`src/hdl/tach_consts.svh`:
```
`ifndef TACH_CONSTS_SVH
`define TACH_CONSTS_SVH
// ----------------------------------------------------------------
// Register map
// ----------------------------------------------------------------
`define ADDR_CTRL       8'h00
`define ADDR_ZERO       8'h04
`define ADDR_START      8'h08
`define ADDR_STATUS     8'h0c
// ----------------------------------------------------------------
// Control fields
// ----------------------------------------------------------------
`define CTRL_AVG        1:0
`define CTRL_COLOUR     3:2
`define CTRL_MODE       5:4
`define CTRL_ALLOC      6
`define CTRL_POL        7
`define CTRL_KPL        10:8
`define CTRL_W          11
`define CTRL_RST        11'h100
// ----------------------------------------------------------------
// Status fields
// ----------------------------------------------------------------
`define ST_ZERO         16
`define ST_BUSY         17
`define ST_KPSW         18
`define ST_PULSE        19
// ----------------------------------------------------------------
// Settings in tenths of a second
// ----------------------------------------------------------------
`define TENTHS_W        10
`define TENTHS_MIN      10'h001
`define TENTHS_MAX      10'h3e7
`define ZERO_RST        10'h00a
`define START_RST       10'h000
// ----------------------------------------------------------------
// Timing
// ----------------------------------------------------------------
`define CLK_KHZ         100000
`define SAMPLE_MS       200
`define TENTH_MS        100
// ----------------------------------------------------------------
// Key bits and protect levels
// ----------------------------------------------------------------
`define KEY_MODE        0
`define KEY_DISP        1
`define KEY_RESET       2
`define KEY_DIGIT       3
`define KEY_ALL         4'hf
`define KP_ONE          3'h1
`define KP_TWO          3'h2
`define KP_THREE        3'h3
`define KP_FOUR         3'h4
`endif

```
`src/hdl/tach_pkg.sv`:
```
package tach_pkg;
   typedef enum logic [1:0] {AVG_NONE, AVG_TWO, AVG_FOUR, AVG_EIGHT} avg_sel_t;
   typedef enum logic [1:0] {COL_RED, COL_GREEN, COL_R2G, COL_G2R} colour_sel_t;
   typedef enum logic [1:0] {MODE_HILO, MODE_AREA, MODE_HIHI, MODE_LOLO} out_mode_t;
   typedef enum {ST_STARTUP, ST_RUN} run_state_t;
endpackage

```
`src/hdl/avg_if.sv`:
```
`timescale 1ns/1ns
interface avg_if #(parameter int W = 16);
   logic [W-1:0] sample;
   logic         sample_valid;
   logic [1:0]   shift;
   logic         clear;
   logic [W-1:0] mean;
   logic         mean_valid;
   modport ctrl (output sample, sample_valid, shift, clear, input mean, mean_valid);
   modport avg  (input sample, sample_valid, shift, clear, output mean, mean_valid);
endinterface

```
`src/hdl/tachometer_measure_postproc.sv`:
```
`timescale 1ns/1ns
`include "tach_consts.svh"
module tachometer_measure_postproc #(
   parameter int W             = 16,
   parameter int IN_W          = 2,
   parameter int SAMPLE_CYCLES = `SAMPLE_MS * `CLK_KHZ,
   parameter int TENTH_CYCLES  = `TENTH_MS * `CLK_KHZ
)
(
   input  wire logic            clk_i,
   input  wire logic            rst_i,
   input  wire logic [7:0]      wb_adr_i,
   input  wire logic [31:0]     wb_dat_i,
   input  wire logic [3:0]      wb_sel_i,
   input  wire logic            wb_we_i,
   input  wire logic            wb_cyc_i,
   input  wire logic            wb_stb_i,
   output logic      [31:0]     wb_dat_o,
   output logic                 wb_ack_o,
   input  wire logic [IN_W-1:0] inputs_i,
   input  wire logic [W-1:0]    freq_i,
   input  wire logic            stage_one_i,
   input  wire logic            stage_two_i,
   input  wire logic            key_protect_sw_i,
   input  wire logic [3:0]      keys_i,
   output logic      [3:0]      keys_o,
   output logic                 key_protect_led_o,
   output logic      [W-1:0]    measure_o,
   output logic                 measure_update_o,
   output logic                 colour_red_o,
   output logic                 colour_green_o,
   output logic                 transistor_o,
   output logic                 contact_o
);
   // ----------------------------------------------------------------
   // Registers
   // ----------------------------------------------------------------
   logic [`CTRL_W-1:0]   ctrl_q;
   logic [`CTRL_W-1:0]   ctrl_d;
   logic [`TENTHS_W-1:0] zero_q;
   logic [`TENTHS_W-1:0] zero_d;
   logic [`TENTHS_W-1:0] start_q;
   logic [`TENTHS_W-1:0] start_d;
   logic [31:0]          wmask;
   logic [31:0]          rdata;
   logic                 bus_req;
   logic                 bus_wr;
   logic                 sel_ctrl;
   logic                 sel_zero;
   logic                 sel_start;
   logic                 sel_status;

   // ----------------------------------------------------------------
   // Decoded settings
   // ----------------------------------------------------------------
   tach_pkg::avg_sel_t    avg_sel;
   tach_pkg::colour_sel_t colour_sel;
   tach_pkg::out_mode_t   out_mode;
   logic                  alloc;
   logic                  polarity;
   logic [2:0]            kp_level;
   logic                  avg_changed;

   // ----------------------------------------------------------------
   // Timers and measurement state
   // ----------------------------------------------------------------
   tach_pkg::run_state_t  state_q;
   logic [31:0]           sample_cnt_q;
   logic                  sample_tick;
   logic [31:0]           start_cyc_q;
   logic                  start_tenth;
   logic [`TENTHS_W-1:0]  start_tenths_q;
   logic                  start_done;
   logic [31:0]           zero_cyc_q;
   logic                  zero_tenth;
   logic [`TENTHS_W-1:0]  zero_tenths_q;
   logic [`TENTHS_W-1:0]  zero_limit;
   logic                  zero_forced;
   logic [IN_W-1:0]       ext_in;
   logic                  pulse_q;
   logic                  pulse_edge;
   logic [W-1:0]          result_q;
   logic                  running;

   // ----------------------------------------------------------------
   // Output logic
   // ----------------------------------------------------------------
   logic                  out_one;
   logic                  out_two;
   logic                  any_on;
   logic                  red_d;
   logic [3:0]            allow;

   avg_if #(.W(W)) av ();

   sample_averager #(.W(W)) u_avg (
      .clk_i (clk_i),
      .rst_i (rst_i),
      .a     (av)
   );

   // ----------------------------------------------------------------
   // Wishbone slave
   // ----------------------------------------------------------------
   assign bus_req    = wb_cyc_i && wb_stb_i && !wb_ack_o;
   assign bus_wr     = bus_req && wb_we_i;
   assign sel_ctrl   = (wb_adr_i == `ADDR_CTRL);
   assign sel_zero   = (wb_adr_i == `ADDR_ZERO);
   assign sel_start  = (wb_adr_i == `ADDR_START);
   assign sel_status = (wb_adr_i == `ADDR_STATUS);

   genvar b;
   generate
      for (b = 0; b < 4; b++)
      begin : g_mask
         assign wmask[8*b +: 8] = {8{wb_sel_i[b]}};
      end
   endgenerate

   assign ctrl_d  = (ctrl_q & ~wmask[`CTRL_W-1:0]) | (wb_dat_i[`CTRL_W-1:0] & wmask[`CTRL_W-1:0]);
   assign zero_d  = (zero_q & ~wmask[`TENTHS_W-1:0]) | (wb_dat_i[`TENTHS_W-1:0] & wmask[`TENTHS_W-1:0]);
   assign start_d = (start_q & ~wmask[`TENTHS_W-1:0]) | (wb_dat_i[`TENTHS_W-1:0] & wmask[`TENTHS_W-1:0]);

   // Out-of-range settings are clamped on write so the timers never see them.
   always_ff @(posedge clk_i)
   begin
      if (rst_i)
      begin
         ctrl_q  <= `CTRL_RST;
         zero_q  <= `ZERO_RST;
         start_q <= `START_RST;
      end
      else if (bus_wr)
      begin
         if (sel_ctrl)
            ctrl_q <= ctrl_d;
         if (sel_zero)
            zero_q <= (zero_d < `TENTHS_MIN) ? `TENTHS_MIN : (zero_d > `TENTHS_MAX) ? `TENTHS_MAX : zero_d;
         if (sel_start)
            start_q <= (start_d > `TENTHS_MAX) ? `TENTHS_MAX : start_d;
      end
   end

   always_comb
   begin
      rdata = 32'h0000_0000;
      if (sel_ctrl)
         rdata[`CTRL_W-1:0] = ctrl_q;
      if (sel_zero)
         rdata[`TENTHS_W-1:0] = zero_q;
      if (sel_start)
         rdata[`TENTHS_W-1:0] = start_q;
      if (sel_status)
      begin
         rdata[W-1:0]     = measure_o;
         rdata[`ST_ZERO]  = zero_forced;
         rdata[`ST_BUSY]  = !running;
         rdata[`ST_KPSW]  = key_protect_sw_i;
         rdata[`ST_PULSE] = pulse_q;
      end
   end

   always_ff @(posedge clk_i)
   begin
      if (rst_i)
      begin
         wb_ack_o <= 1'b0;
         wb_dat_o <= 32'h0000_0000;
      end
      else
      begin
         wb_ack_o <= bus_req;
         wb_dat_o <= bus_req ? rdata : 32'h0000_0000;
      end
   end

   // ----------------------------------------------------------------
   // Settings
   // ----------------------------------------------------------------
   assign avg_sel     = tach_pkg::avg_sel_t'(ctrl_q[`CTRL_AVG]);
   assign colour_sel  = tach_pkg::colour_sel_t'(ctrl_q[`CTRL_COLOUR]);
   assign out_mode    = tach_pkg::out_mode_t'(ctrl_q[`CTRL_MODE]);
   assign alloc       = ctrl_q[`CTRL_ALLOC];
   assign polarity    = ctrl_q[`CTRL_POL];
   assign kp_level    = ctrl_q[`CTRL_KPL];
   assign avg_changed = bus_wr && sel_ctrl && (ctrl_d[`CTRL_AVG] != ctrl_q[`CTRL_AVG]);

   // One polarity bit flips every external input the same way.
   assign ext_in     = inputs_i ^ {IN_W{polarity}};
   assign pulse_edge = ext_in[0] && !pulse_q;

   // ----------------------------------------------------------------
   // Startup inhibit
   // ----------------------------------------------------------------
   assign start_tenth = (start_cyc_q == 32'(TENTH_CYCLES - 1));
   assign start_done  = (start_tenths_q >= start_q);
   assign running     = (state_q == tach_pkg::ST_RUN);

   always_ff @(posedge clk_i)
   begin
      if (rst_i)
      begin
         state_q        <= tach_pkg::ST_STARTUP;
         start_cyc_q    <= 32'h0000_0000;
         start_tenths_q <= `START_RST;
      end
      else
      begin
         start_cyc_q <= start_tenth ? 32'h0000_0000 : start_cyc_q + 32'h0000_0001;
         if (start_tenth && start_tenths_q < `TENTHS_MAX)
            start_tenths_q <= start_tenths_q + 10'h001;
         // A longer startup time written while the count is still below it takes effect at once.
         case (state_q)
            tach_pkg::ST_STARTUP:
               if (start_done)
                  state_q <= tach_pkg::ST_RUN;
            tach_pkg::ST_RUN:
               if (!start_done)
                  state_q <= tach_pkg::ST_STARTUP;
            default:
               state_q <= tach_pkg::ST_STARTUP;
         endcase
      end
   end

   // ----------------------------------------------------------------
   // Sampling and auto-zero
   // ----------------------------------------------------------------
   assign sample_tick = running && (sample_cnt_q == 32'(SAMPLE_CYCLES - 1));
   assign zero_tenth  = (zero_cyc_q == 32'(TENTH_CYCLES - 1));
   assign zero_limit  = zero_q;

   assign av.sample       = freq_i;
   assign av.sample_valid = sample_tick;
   assign av.shift        = ctrl_q[`CTRL_AVG];
   assign av.clear        = avg_changed || !running;

   // The idle count saturates at the limit, so a stopped shaft cannot wrap it.
   always_ff @(posedge clk_i)
   begin
      if (rst_i)
      begin
         sample_cnt_q  <= 32'h0000_0000;
         zero_cyc_q    <= 32'h0000_0000;
         zero_tenths_q <= 10'h000;
         zero_forced   <= 1'b0;
         pulse_q       <= 1'b0;
         result_q      <= '0;
      end
      else
      begin
         pulse_q <= ext_in[0];
         if (!running || sample_tick)
            sample_cnt_q <= 32'h0000_0000;
         else
            sample_cnt_q <= sample_cnt_q + 32'h0000_0001;
         if (pulse_edge || !running)
         begin
            zero_cyc_q    <= 32'h0000_0000;
            zero_tenths_q <= 10'h000;
            zero_forced   <= 1'b0;
         end
         else
         begin
            zero_cyc_q <= zero_tenth ? 32'h0000_0000 : zero_cyc_q + 32'h0000_0001;
            if (zero_tenth && zero_tenths_q < zero_limit)
               zero_tenths_q <= zero_tenths_q + 10'h001;
            zero_forced <= (zero_tenths_q >= zero_limit);
         end
         if (av.mean_valid)
            result_q <= av.mean;
      end
   end

   // ----------------------------------------------------------------
   // Control outputs, colour and keys
   // ----------------------------------------------------------------
   assign out_one = running && stage_one_i;
   assign out_two = running && stage_two_i;
   assign any_on  = (out_mode == tach_pkg::MODE_AREA) ? out_one : (out_one || out_two);

   always_comb
   begin
      case (colour_sel)
         tach_pkg::COL_RED:   red_d = 1'b1;
         tach_pkg::COL_GREEN: red_d = 1'b0;
         tach_pkg::COL_R2G:   red_d = !any_on;
         tach_pkg::COL_G2R:   red_d = any_on;
         default:             red_d = 1'b1;
      endcase
   end

   // Unused level codes fall back to the strictest level, the safe side.
   always_comb
   begin
      allow = `KEY_ALL;
      if (key_protect_sw_i)
      begin
         case (kp_level)
            `KP_ONE:   allow = 4'b1110;
            `KP_TWO:   allow = 4'b1010;
            `KP_THREE: allow = 4'b0110;
            `KP_FOUR:  allow = 4'b0010;
            default:   allow = 4'b0000;
         endcase
      end
   end

   always_ff @(posedge clk_i)
   begin
      if (rst_i)
      begin
         transistor_o      <= 1'b0;
         contact_o         <= 1'b0;
         colour_red_o      <= 1'b0;
         colour_green_o    <= 1'b0;
         keys_o            <= 4'h0;
         key_protect_led_o <= 1'b0;
         measure_o         <= '0;
         measure_update_o  <= 1'b0;
      end
      else
      begin
         transistor_o      <= alloc ? out_two : out_one;
         contact_o         <= alloc ? out_one : out_two;
         colour_red_o      <= red_d;
         colour_green_o    <= !red_d;
         keys_o            <= keys_i & allow;
         key_protect_led_o <= key_protect_sw_i;
         measure_o         <= (zero_forced || !running) ? '0 : result_q;
         measure_update_o  <= av.mean_valid;
      end
   end
endmodule

```
`src/hdl/sample_averager.sv`:
```
`timescale 1ns/1ns
`include "tach_consts.svh"
module sample_averager #(parameter int W = 16)
(
   input  wire logic clk_i,
   input  wire logic rst_i,
   avg_if.avg        a
);
   logic [W+2:0] sum_q;
   logic [W+2:0] sum_d;
   logic [3:0]   n_q;
   logic [3:0]   n_next;
   logic [3:0]   n_target;
   logic         full;
   logic [W+2:0] mean_full;
   logic [W-1:0] mean_q;
   logic         valid_q;

   // ----------------------------------------------------------------
   // Accumulate a power-of-two number of samples
   // ----------------------------------------------------------------
   assign sum_d     = sum_q + (W+3)'(a.sample);
   assign n_next    = n_q + 4'h1;
   assign n_target  = 4'h1 << a.shift;
   assign full      = (n_next == n_target);
   assign mean_full = sum_d >> a.shift;
   assign a.mean       = mean_q;
   assign a.mean_valid = valid_q;

   always_ff @(posedge clk_i)
   begin
      valid_q <= 1'b0;
      if (rst_i || a.clear)
      begin
         sum_q <= '0;
         n_q   <= 4'h0;
      end
      else if (a.sample_valid && full)
      begin
         mean_q  <= mean_full[W-1:0];
         valid_q <= 1'b1;
         sum_q   <= '0;
         n_q     <= 4'h0;
      end
      else if (a.sample_valid)
      begin
         sum_q <= sum_d;
         n_q   <= n_next;
      end
      if (rst_i)
         mean_q <= '0;
   end
endmodule

```
`config.mk`:
```
export PLATFORM = sky130hd
export DESIGN_NAME = tachometer_measure_postproc
export DESIGN_NICKNAME = d
export VERILOG_FILES = /design/src/hdl/tach_pkg.sv /design/src/hdl/avg_if.sv /design/src/hdl/tachometer_measure_postproc.sv /design/src/hdl/sample_averager.sv
export VERILOG_INCLUDE_DIRS = /design/src /design/src/hdl
export SDC_FILE = /design/constraint.sdc
export NUM_CORES = 1
export LEC_CHECK = 0
export ABC_AREA = 1
export BUFFER_PORTS_ARGS = -buffer_cell sky130_fd_sc_hd__buf_2
export CAP_MARGIN = 0
export CORE_ASPECT_RATIO = 0.5
export CORE_MARGIN = 3
export CORE_UTILIZATION = 50
export CTS_CLUSTER_DIAMETER = 60
export DETAILED_ROUTE_END_ITERATION = 10
export PLACE_DENSITY = 0.69
export SLEW_MARGIN = 20
export SYNTH_ARGS = -nofsm -noshare
export SYNTH_HDL_FRONTEND = slang
export SYNTH_HIERARCHICAL = 1
export SYNTH_SLANG_ARGS = --single-unit
```
`constraint.sdc`:
```
create_clock -name clk_i -period 2.95 [get_ports clk_i]
set_input_delay 0.295 -clock clk_i [delete_from_list [all_inputs] [get_ports clk_i]]
set_output_delay 0.295 -clock clk_i [all_outputs]
set_load 0.03 [all_outputs]
```
==> metrics.cfg <==
[clock_tree]
cts.htree.levels = 1
clk_latency_ns = 0.55
path_clk_slew_ns = 0.07
postCtsResizedCells = 0
cts_tree = yes
cts_sinks = 253
cts_made_buffers = 25
postCtsSetupRepairBufs = 0
clockBufferDepth = 3
cts_hold_buf = 5
cts_root_buffer = clkbuf_16

[run]
drv_cap = 0

[critical_path]
slowest_delay_ns = 0.38
crit_slowest_cell = dfxtp_1
critPathMostFrequentCell = nand2_1
path_delay_family = simple AND/OR/NAND/NOR gates
start_kind = flip-flop
path_max_fanout = 21
crit_buf_inv = 2
crit_chain = ha_1, nand2_1, nor2_2, nand2_1, nor3_2, nand2_1, a21oi_2, nand4_2, inv_2, nand2_1, nand3b_1, nand2_1, inv_1
critPathKind = flip-flop to flip-flop
required_ns = 3.40
critPathArrivalTime_ns = 2.84
endpoint_kind = flip-flop

[power_and_ir_drop]
pwr-share-seq_pct = 49.3
cellPowerDensity_nw_per_um2 = 451.5
p_int_uw = 5338
p_comb_share_pct = 4.3
switching_share_pct = 23.41
ir_drop_v = 0.0003984
clockPowerShare_pct = 46.4
leakage_uw = 0.006265
p_switching_uw = 1631

[logic_synthesis]
avgSynthCellArea_um2 = 6.490
ys_ff_latch = 253
yosysUniqueCellTypes = 44
synth-edff-count = 0
synth_top_flop_cell = dfxtp_1
synthArstFlopShare_pct = 0
ys_top_cells_by_area = dfxtp_1 37%, nand2_1 17%, nor2_1 8.1%
ys_warn_count = 6
yosys.area.top_type = dfxtp_1
synth-seq-area-share_pct = 36.57
synth_cells = 2134
synth_area_um2 = 13850
yosysTopAreaCellShare_pct = 36.57

[sta]
slew_viol_final = 0
hold_viol = 0
skew_ns = 0.02286
max_freq_mhz = 418.8
slew_headroom_pct = 48.13
min_period_ns = 2.388
worst_slew_pin_slew_ns = 0.7772
setup_viol = 0
fin_crit_sh_pct = 80.94
finalSetupTns_ns = 0
grt_setup_unrepaired = false

[die]
die_h_um = 123.7
die_x_um = 241.4
ios = 133
core_area_um2 = 26850
dieArea_um2 = 29850
start_util_pct = 51.57
num_rows = 42

[route]
num_vias = 13250
drc = 0
wire_per_inst_um = 13.24
dr.pass1.iters = 5
drtIter0Drc = 1024
vias_per_cell = 5.058
ant_nets = 0
wl_um = 34680

[placement]
routabilityCongestion = 0.9423
portBuffers = 96
dp_hpwl_um = 26080
placed_cells = 2569

[grt]
grt_antenna_before_repair = 1
grt_pass1_vias = 11890
grt_first_pass_wirelength_um = 56730
grt_max_degree = 41
overflow = 0
grt_use_total_pct = 22.95

[final_layout]
layout-drive-gt1-share_pct = 8.508
antenna_cells = 0
syn2layout_area_growth_pct = 11.46
layout_commonest_cell = nand2_1
fin_cells = 2619
layout_common_cells = 618 x nand2_1, 298 x nor2_1, 254 x inv_1, 253 x dfxtp_1, 166 x nand3_1
fillers = 2689
nNetsFinal = 2344

[run_status]
status = finished, final reports clean

[hold_path]
hold_class = input pin to flip-flop

-- Yosys cell counts, types with 5 or more instances --
cell type / count
a211oi_1: 6
a21oi_1: 154
a31oi_1: 6
buf_2: 8
buf_4: 22
buf_6: 7
clkbuf_1: 20
dfxtp_1: 253
ha_1: 42
inv_1: 254
inv_2: 9
nand2_1: 618
nand2_2: 5
nand3_1: 166
nand3b_1: 20
nand4_1: 25
nor2_1: 298
nor2_2: 6
nor3_1: 36
o211ai_1: 12
o21ai_0: 69
o21ai_1: 11
or2_2: 8
xnor2_1: 13
xor2_1: 36
-- state kept, by name (all words and copies together) (netlist names), 4 cells and up, named ones only --
signal          count
measure_o          16
sample_cnt_q       32
u_avg/a.mean       16
start_cyc_q        32
u_avg/n_q           4
zero_tenths_q      10
zero_limit         10
start_tenths_q     10
wb_dat_o           20
u_avg/sum_q        19
result_q           16
zero_cyc_q         32
start_q            10
keys_o              4
-- stage by stage --
| stage | hold WS [ns] | power [uW] | utilization, % | setup WS (ns) | cell area [um2] |
|---|---|---|---|---|---|
| after detailed placement | 0.4119 | 3806 | 54.27 | 0.5677 | 14570 |
| after global placement | 0.4149 | 3805 | 54.27 | 0.5552 | 14570 |
| final | 0.02311 | 6969 | 57.48 | 0.5624 | 15440 |
| after global routing | 0.02866 | 7206 | 57.48 | 0.2941 | 15440 |
| after floorplan | 0.3866 | 3729 | - | 0.7390 | 13890 |
| after CTS | 0.006065 | 7043 | 57.48 | 0.5337 | 15440 |
-- metal layers --
layer	GRT usage, %	share of wire (%)
met4	5.849	2.1
met5	0	0
met1	30.69	47
met3	4.093	5.5
met2	38.71	46
-- worst paths after layout --
path	from	to	slack [ns]	cells after the start
min reg2reg	measure_o[12]	wb_dat_o[12]	0.42	2
max	sample_cnt_q[0]	u_avg/a.mean[14]	0.56	13
min	wb_dat_i[10]	flip-flop	0.02	3
max reg2reg	sample_cnt_q[0]	u_avg/a.mean[14]	0.56	13
-- final cells by class --
class	count	area (um2)	share of cell area, %
clock buffer	33	685.7	4.442
clock inverter	12	126.4	0.8187
inverter	264	991.0	6.420
multi-input combinational	1569	7472	48.41
sequential	253	5065	32.81
tap	374	467.9	3.032
timing repair buffer	114	628.1	4.069
-- power by group through the flow --
| stage | Combinational (uW) | Clock [uW] | Sequential [uW] |
|---|---|---|---|
| floorplan | 205 | 0 | 3520 |
| global placement | 291 | 0 | 3510 |
| detailed placement | 292 | 0 | 3510 |
| CTS | 299 | 3310 | 3440 |
| global route | 336 | 3430 | 3440 |
| finish | 300 | 3230 | 3440 |
-- tightest hold or removal path: cells and delay by family --
family	cells	cell delay (ns)
AOI/OAI and AO/OA	1	0.05
and+or+nand+nor	1	0.07
buffers and inverters	1	0.10
-- logic make-up (layout without fill, tap and decap cells) --
family                   after synthesis  count (layout)  share of synthesized area, %
adder cells (fa/ha/maj)               43              43                         3.939
AO/OA/AOI/OAI                        265             265                         10.10
flip-flops                           253             253                         36.57
other                                  1              12                       0.02708
buffers and inverters                323             423                         9.811
XOR/XNOR                              49              49                         3.099
AND/OR/NAND/NOR                     1200            1200                         36.45
(Power assumes the default switching activity.)
